[src/rtl/wds_pkg.sv]
package wds_pkg;

  // Register indices; byte address is the index shifted by ADDR_SHIFT
  localparam logic [7:0] IDX_CTRL_MAIN = 8'h34;
  localparam logic [7:0] IDX_KEY_CODE  = 8'h35;
  localparam logic [7:0] IDX_STATUS    = 8'h38;
  localparam int         ADDR_SHIFT    = 2;
  localparam logic [9:0] BYTE_CTRL_MAIN = {IDX_CTRL_MAIN, 2'h0};
  localparam logic [9:0] BYTE_KEY_CODE  = {IDX_KEY_CODE, 2'h0};
  localparam logic [9:0] BYTE_STATUS    = {IDX_STATUS, 2'h0};

  // Key codes accepted by watchdog_key_code
  localparam logic [7:0] KEY_CLEAR   = 8'h4e;
  localparam logic [7:0] KEY_DISABLE = 8'hb1;
  localparam logic [7:0] KEY_TRAP    = 8'hd2;

  // watchdog_control_main fields
  localparam int         CTRL_W        = 6;
  localparam int         BIT_OVF_SEL   = 0;
  localparam int         TIME_LSB      = 1;
  localparam int         TIME_MSB      = 2;
  localparam int         BIT_ENABLE    = 3;
  localparam int         BIT_TRAP_ACT  = 4;
  localparam int         BIT_TRAP_AREA = 5;
  localparam logic [5:0] CTRL_RESET    = 6'h39;

  // Time base: divider tap for setting 00, step per setting
  localparam int         HI_BASE_EXP = 23;
  localparam int         LO_BASE_EXP = 15;
  localparam int         EXP_STEP    = 2;
  localparam logic [1:0] BIN_MAX     = 2'h3;

  // Reset pin low time, in high-frequency clock periods
  localparam logic [4:0] RESET_FC_TICKS = 5'h18;

  localparam int         STATUS_W = 11;
  localparam int         DATA_W   = 32;

  typedef enum logic [1:0] {
    WDS_OFF   = 2'h0,
    WDS_RUN   = 2'h1,
    WDS_RESET = 2'h3
  } wds_state_t;

endpackage

[src/rtl/wds_counter.sv]
`timescale 1ns/1ps
module wds_counter #(
  parameter int DIV_W  = wds_pkg::HI_BASE_EXP,
  parameter int HI_EXP = wds_pkg::HI_BASE_EXP,
  parameter int LO_EXP = wds_pkg::LO_BASE_EXP
) (
  input  wire logic       pclk,
  input  wire logic       presetn,
  input  wire logic       clk_en,
  input  wire logic       fc_tick,
  input  wire logic       fs_tick,
  input  wire logic       use_low,
  input  wire logic       hold,
  input  wire logic       run,
  input  wire logic       clear,
  input  wire logic [1:0] time_sel,
  output logic            overflow,
  output logic [1:0]      bin_count
);

  logic [DIV_W-1:0] div_reg;
  logic [1:0]       bin_reg;
  logic             adv;
  logic             tap_hit;
  logic [DIV_W-1:0] mask;

  function automatic logic [DIV_W-1:0] tap_mask(input logic low,
                                                 input logic [1:0] sel);
    int k;
    k = (low ? LO_EXP : HI_EXP) - wds_pkg::EXP_STEP * int'(sel);
    tap_mask = DIV_W'((64'h1 << k) - 64'h1);
  endfunction

  // Counting stops in stop, warm-up, idle and sleep
  assign adv      = clk_en && !hold && (use_low ? fs_tick : fc_tick);
  assign mask     = tap_mask(use_low, time_sel);
  assign tap_hit  = adv && ((div_reg & mask) == mask);
  // Wraps through zero so a kept-alive interrupt timer repeats
  assign overflow = run && !clear && tap_hit
                    && (bin_reg == wds_pkg::BIN_MAX);
  assign bin_count = bin_reg;

  // Divider is never cleared by software
  always_ff @(posedge pclk or negedge presetn) begin
    if (!presetn) begin
      div_reg <= '0;
    end else if (adv) begin
      div_reg <= div_reg + DIV_W'(1);
    end
  end

  always_ff @(posedge pclk or negedge presetn) begin
    if (!presetn) begin
      bin_reg <= '0;
    end else if (clk_en) begin
      if (clear || !run) begin
        bin_reg <= '0;
      end else if (tap_hit) begin
        bin_reg <= bin_reg + 2'h1;
      end
    end
  end
endmodule

[src/rtl/wds_top.sv]
// Design decision made here: the APB interface to the registers.
`timescale 1ns/1ps
// What this block does
// - Watchdog runs right after reset release
// - Action defaults to reset, interrupt once
// - Action select cannot return to reset
// - Overflow with reset action pulls reset low
// - Overflow with interrupt action raises interrupt
// - Counting holds in stop, idle, sleep
// - Clear code zeroes counter, divider runs
// - Time field selects one of four periods
// - Main control reads undefined, never modify
// - Disable code works only with enable clear
// - Key codes: clear, disable, trap commit
// - Main control resets to enable, reset action
// - Overflow usable as periodic interrupt
// - Disabled watchdog holds counter cleared
// - Watchdog interrupt is non-maskable
module wds_top #(
  parameter int ADDR_W = 10,
  parameter int DIV_W  = wds_pkg::HI_BASE_EXP,
  parameter int HI_EXP = wds_pkg::HI_BASE_EXP,
  parameter int LO_EXP = wds_pkg::LO_BASE_EXP
) (
  input  wire logic                      pclk,
  input  wire logic                      presetn,
  input  wire logic                      clk_en,
  input  wire logic                      psel,
  input  wire logic                      penable,
  input  wire logic                      pwrite,
  input  wire logic [ADDR_W-1:0]         paddr,
  input  wire logic [wds_pkg::DATA_W-1:0] pwdata,
  output logic [wds_pkg::DATA_W-1:0]     prdata,
  output logic                           pready,
  output logic                           pslverr,
  input  wire logic                      fc_tick,
  input  wire logic                      fs_tick,
  input  wire logic                      divider_stage_clock_select,
  input  wire logic                      slow_mode,
  input  wire logic                      stop_mode,
  input  wire logic                      warmup,
  input  wire logic                      idle_mode,
  output logic                           watchdog_overflow_irq,
  output logic                           sys_reset_req,
  output logic                           reset_pin_out,
  output logic                           reset_pin_oe,
  output logic                           trap_area_enable,
  output logic                           trap_action_reset
);

  logic [wds_pkg::CTRL_W-1:0] ctrl_reg;
  logic [wds_pkg::CTRL_W-1:0] ctrl_next;
  wds_pkg::wds_state_t        state_reg;
  wds_pkg::wds_state_t        state_next;
  logic [wds_pkg::DATA_W-1:0] prdata_reg;
  logic                       pready_reg;
  logic                       pslverr_reg;
  logic                       irq_reg;
  logic                       pin_out_reg;
  logic                       pin_oe_reg;
  logic                       trap_area_reg;
  logic [4:0]                 rst_cnt_reg;
  logic                       setup;
  logic                       access;
  logic                       wr_main;
  logic                       wr_key;
  logic [7:0]                 key;
  logic                       key_clear;
  logic                       ovf;
  logic                       run;
  logic                       rst_done;
  logic [1:0]                 bin_count;
  logic [wds_pkg::STATUS_W-1:0] status;

  function automatic logic hit(input logic [ADDR_W-1:0] a,
                               input logic [9:0] byte_addr);
    hit = (a == ADDR_W'(byte_addr));
  endfunction

  assign setup  = psel && !penable;
  assign access = psel && penable && pready_reg;
  assign key    = pwdata[7:0];
  assign wr_main = access && pwrite && hit(paddr, wds_pkg::BYTE_CTRL_MAIN);
  assign wr_key  = access && pwrite && hit(paddr, wds_pkg::BYTE_KEY_CODE);
  assign key_clear = wr_key && (key == wds_pkg::KEY_CLEAR);
  assign run      = (state_reg == wds_pkg::WDS_RUN);
  assign rst_done = fc_tick
                    && (rst_cnt_reg == wds_pkg::RESET_FC_TICKS - 5'h1);

  // Status: reset active, count, running, trap commit, then control
  assign status = {state_reg == wds_pkg::WDS_RESET, bin_count, run,
                   trap_area_reg, ctrl_reg};

  wds_counter #(
    .DIV_W  (DIV_W),
    .HI_EXP (HI_EXP),
    .LO_EXP (LO_EXP)
  ) u_counter (
    .pclk      (pclk),
    .presetn   (presetn),
    .clk_en    (clk_en),
    .fc_tick   (fc_tick),
    .fs_tick   (fs_tick),
    .use_low   (divider_stage_clock_select || slow_mode),
    .hold      (stop_mode || warmup || idle_mode),
    .run       (run),
    .clear     (key_clear),
    .time_sel  (ctrl_reg[wds_pkg::TIME_MSB:wds_pkg::TIME_LSB]),
    .overflow  (ovf),
    .bin_count (bin_count)
  );

  // Registered in the setup phase so every bus output comes from a flop with no wait state
  always_ff @(posedge pclk or negedge presetn) begin
    if (!presetn) begin
      pready_reg  <= 1'b0;
      pslverr_reg <= 1'b0;
      prdata_reg  <= '0;
    end else if (clk_en) begin
      pready_reg <= setup;
      if (setup) begin
        pslverr_reg <= !(hit(paddr, wds_pkg::BYTE_CTRL_MAIN)
                         || hit(paddr, wds_pkg::BYTE_KEY_CODE)
                         || hit(paddr, wds_pkg::BYTE_STATUS));
        // Write-only registers read as zero
        if (!pwrite && hit(paddr, wds_pkg::BYTE_STATUS)) begin
          prdata_reg <= wds_pkg::DATA_W'(status);
        end else begin
          prdata_reg <= '0;
        end
      end
    end
  end

  always_comb begin
    ctrl_next = ctrl_reg;
    if (state_reg == wds_pkg::WDS_RESET && rst_done) begin
      ctrl_next = wds_pkg::CTRL_RESET;
    end else if (wr_main) begin
      ctrl_next = pwdata[wds_pkg::CTRL_W-1:0];
      // Once interrupt action is chosen it sticks
      ctrl_next[wds_pkg::BIT_OVF_SEL] = ctrl_reg[wds_pkg::BIT_OVF_SEL]
        && pwdata[wds_pkg::BIT_OVF_SEL];
    end
  end

  always_ff @(posedge pclk or negedge presetn) begin
    if (!presetn) begin
      ctrl_reg <= wds_pkg::CTRL_RESET;
    end else if (clk_en) begin
      ctrl_reg <= ctrl_next;
    end
  end

  always_ff @(posedge pclk or negedge presetn) begin
    if (!presetn) begin
      trap_area_reg <= 1'b1;
    end else if (clk_en) begin
      if (state_reg == wds_pkg::WDS_RESET && rst_done) begin
        trap_area_reg <= 1'b1;
      end else if (wr_key && key == wds_pkg::KEY_TRAP) begin
        trap_area_reg <= ctrl_reg[wds_pkg::BIT_TRAP_AREA];
      end
    end
  end

  always_comb begin
    state_next = state_reg;
    case (state_reg)
      wds_pkg::WDS_OFF: begin
        if (wr_main && pwdata[wds_pkg::BIT_ENABLE]) begin
          state_next = wds_pkg::WDS_RUN;
        end
      end
      wds_pkg::WDS_RUN: begin
        if (ovf && ctrl_reg[wds_pkg::BIT_OVF_SEL]) begin
          state_next = wds_pkg::WDS_RESET;
        end else if (wr_key && key == wds_pkg::KEY_DISABLE
                     && !ctrl_reg[wds_pkg::BIT_ENABLE]) begin
          state_next = wds_pkg::WDS_OFF;
        end
      end
      wds_pkg::WDS_RESET: begin
        // Internal state except the divider restarts as after a power-on reset
        if (rst_done) begin
          state_next = wds_pkg::WDS_RUN;
        end
      end
      default: begin
        state_next = wds_pkg::WDS_RUN;
      end
    endcase
  end

  always_ff @(posedge pclk or negedge presetn) begin
    if (!presetn) begin
      state_reg <= wds_pkg::WDS_RUN;
    end else if (clk_en) begin
      state_reg <= state_next;
    end
  end

  // Pin low time is counted on the high-frequency clock
  always_ff @(posedge pclk or negedge presetn) begin
    if (!presetn) begin
      rst_cnt_reg <= '0;
    end else if (clk_en) begin
      if (state_reg != wds_pkg::WDS_RESET) begin
        rst_cnt_reg <= '0;
      end else if (fc_tick) begin
        rst_cnt_reg <= rst_cnt_reg + 5'h1;
      end
    end
  end

  // No mask: the request reaches the CPU whatever its flag says
  always_ff @(posedge pclk or negedge presetn) begin
    if (!presetn) begin
      irq_reg <= 1'b0;
    end else if (clk_en) begin
      irq_reg <= ovf && !ctrl_reg[wds_pkg::BIT_OVF_SEL];
    end
  end

  // Open-drain pin: only ever drives low
  always_ff @(posedge pclk or negedge presetn) begin
    if (!presetn) begin
      pin_out_reg <= 1'b0;
      pin_oe_reg  <= 1'b0;
    end else if (clk_en) begin
      pin_out_reg <= 1'b0;
      // Tracks the state flop so the pin comes from its own flop
      pin_oe_reg  <= (state_next == wds_pkg::WDS_RESET);
    end
  end

  assign prdata                = prdata_reg;
  assign pready                = pready_reg;
  assign pslverr               = pslverr_reg;
  assign watchdog_overflow_irq = irq_reg;
  assign sys_reset_req         = pin_oe_reg;
  assign reset_pin_oe          = pin_oe_reg;
  assign reset_pin_out         = pin_out_reg;
  assign trap_area_enable      = trap_area_reg;
  assign trap_action_reset     = ctrl_reg[wds_pkg::BIT_TRAP_ACT];
endmodule

[config.mk]
export PLATFORM = sky130hd
export DESIGN_NAME = wds_top
export DESIGN_NICKNAME = d
export VERILOG_FILES = /design/src/rtl/wds_pkg.sv /design/src/rtl/wds_counter.sv /design/src/rtl/wds_top.sv
export SDC_FILE = /design/constraint.sdc
export NUM_CORES = 1
export LEC_CHECK = 0
export BUFFER_PORTS_ARGS = -buffer_cell sky130_fd_sc_hd__buf_2
export CAP_MARGIN = 20
export CORE_UTILIZATION = 40
export DETAILED_ROUTE_END_ITERATION = 8
export GPL_TIMING_DRIVEN = 0
export PLACE_DENSITY = 0.71
export SYNTH_ARGS = -nofsm -noshare
export SYNTH_HDL_FRONTEND = slang
export SYNTH_SLANG_ARGS = --single-unit
[constraint.sdc]
create_clock -name pclk -period 2.5 [get_ports pclk]
set_clock_uncertainty 0.2 [all_clocks]
set_input_delay 0.125 -clock pclk [delete_from_list [all_inputs] [get_ports pclk]]
set_output_delay 0.125 -clock pclk [all_outputs]
set_load 0.02 [all_outputs]
==> impl_metrics.ini <==
[timing]
whs_ps = 20.0
worst_slack_ps = -19.9
worst_pin_slew_ps = 763
rsz0062_at_grt = yes
finalMaxSlewViolations = 0
final-hold-violation-count = 0
slew_headroom = 0.487
fmax_mhz = 397
period_needed_ps = 2520
setup_viol_count_final = 2
post-route-period-util = 1.01

[grt]
overflow = 0
grt_pass1_wl_mm = 9.98
grt_usage = 0.165
grt_pass1_vias = 2144
antenna_found_initial = 0
grt_max_degree = 33

[route]
routed_wl_mm = 6.29
post_drt_wl_per_cell_um = 13.1
drt_iter0_drc = 98
drtAntennaViolNets = 0
remaining_drc_errors = 0
dr.pass1.iters = 4
vias = 2406
vias_per_cell = 5.01

[logic_synthesis]
ys_seq_area_frac = 0.463
ys_async_sr_fraction = 1.00
syn_area_per_cell_um2 = 9.93
synth_top_area_cell = dfrtp_1
synth.cell_area_um2 = 2940
synth-seq-cells = 54
synth_cells = 296
ys.flop_type = dfrtp_1
yosysMostFrequentCell = dfrtp_1
synth_common_cells = dfrtp_1 (48), nand2_1 (31), buf_4 (23)
synthTopCellsByArea = dfrtp_1 (41%), buf_4 (5.9%), dfstp_2 (5.4%), xnor2_1 (5.1%), nand2_1 (4.0%)
synth_cell_types = 53
synth_edf_count = 0
post-synth-top-area-fraction = 0.409
yosysWarnings = 0

[cells_and_area]
largest_reg_flops = 23
antenna_cells = 0
fin_util = 0.522
fin_area_um2 = 3620
area_growth_pct = 23.4
layout.nets = 443
drive_gt1_frac = 0.273

[clocking]
cts_buffers = 5
clockBufferDepth = 2
clk_pin_slew_ps = 90
htreeDepth = 2
cts_root_buffer = clkbuf_8
clock-sinks = 54
clk_latency_ps = 300
cts_tree = done

[floorplanning]
rows = 30
io-pin-count = 95
core_area_um2 = 6940
chipHeight_um = 87.7
start_util = 0.423
dieWidth_um = 87.7
die_area_um2 = 7690

[placed_design]
placed_cell_area_um2 = 3390
hpwl_mm = 4.62
gp_congestion = 0.812
portBuffers = 46

[worst_hold_path]
hold_class = input port to flop

[outcome]
outcome = complete, but fails checks
violations = negative setup slack

[power]
power.density_nw_per_um2 = 471
finalPower_mw = 1.71
power.leakage_nw = 1.76
ir_drop_mv = 0.315

[worst_setup_path]
crit_fanout = 6
required_ps = 2480
crit_type = flop to flop
end_kind = flop
worstPathArrival_ps = 2500
cp-start-kind = flop

[run]
drv_cap = 0
==> worst paths after layout <==
path	start	end	slack, ps	cells after the start
hold reg to reg	u_counter.div_reg[6]$_DFFE_PN0P_	u_counter.div_reg[6]$_DFFE_PN0P_	270	1
hold / removal	clk_en	rst_cnt_reg[2]$_DFFE_PN0P_	20	3
setup / recovery	ctrl_reg[2]$_DFFE_PN0P_	u_counter.bin_count[1]$_DFFE_PN0P_	-20	8
min in group asynchronous	presetn	rst_cnt_reg[3]$_DFFE_PN0P_	140	2
max in group asynchronous	presetn	ctrl_reg[3]$_DFFE_PN1P_	1330	3
setup reg to reg	ctrl_reg[2]$_DFFE_PN0P_	u_counter.bin_count[1]$_DFFE_PN0P_	-20	8
==> cell type report <==
class	count	area (µm²)
repair buffers	61	375
well taps	96	120
fillers	630	3320
clock buffers	7	76.3
flip-flops and latches	54	1360
clock inverters	1	30.0
plain buffers	31	206
inverters	9	33.8
multi-input cells	221	1420
==> routing by layer <==
layer | vias to the layer above | part of all wire | GRT usage
li1 | 1198 | - | -
met1 | 1139 | 0.46 | 0.219
met2 | 62 | 0.50 | 0.279
met3 | 7 | 0.033 | 0.0330
met4 | 0 | 0.012 | 0.0387
met5 | - | 0 | 0
==> metrics by stage <==
step,instances,worst slack [ps],setup TNS (ps)
CTS,474,2.03,0
global route,480,-114,-565
finish,480,-19.9,-35.5
detailed placement,460,-307,-1670
floorplan,317,103,0
global placement,459,-241,-1380
==> cell usage in the layout (no fill, tap or decap), types with 9 or more instances in the layout <==
master   count
a22o_1      12
buf_2       48
buf_4       29
conb_1      22
dfrtp_1     46
nand2_1     31
nand3_1     14
nand4_1      9
nor2_1       9
o21ai_0     16
xnor2_1     17
==> where the power goes <==
part / internal (mW) / switching, mW / leakage (nW)
logic: 0.0900 / 0.116 / 0.984
clock network: 0.300 / 0.274 / 0.0524
registers: 0.899 / 0.0296 / 0.721
total: 1.29 / 0.419 / 1.76
==> cell families (layout without fill, tap and decap cells) <==
family / count (synthesis) / in the layout / synth area share
muxes: 2 / 2 / 0.00681
AOI/OAI and AO/OA: 63 / 63 / 0.151
other: 1 / 22 / 0.00128
DFF: 54 / 54 / 0.463
and+or+nand+nor: 106 / 106 / 0.204
adders and majority gates: 5 / 5 / 0.0213
xor gates and xnor gates: 23 / 23 / 0.0686
buffers and inverters: 42 / 109 / 0.0843
==> worst max-delay path: stages, from the launching register on <==
cell,delay [ps]
dfrtp_2,410
inv_2,40
or3_1,370
ha_1,290
o211a_1,140
o211ai_1,80
nor4_1,370
o2111ai_2,310
mux2i_1,180
==> repair_timing <==
action                                 CTS  global route
endpoints found under the hold margin   32             0
pin swaps                                1             7
gates resized for setup                  5             3
hold buffers                             8             0
buffers inserted                         0             6
setup endpoints to repair                6             8
Power figures use the tool's default switching activity.
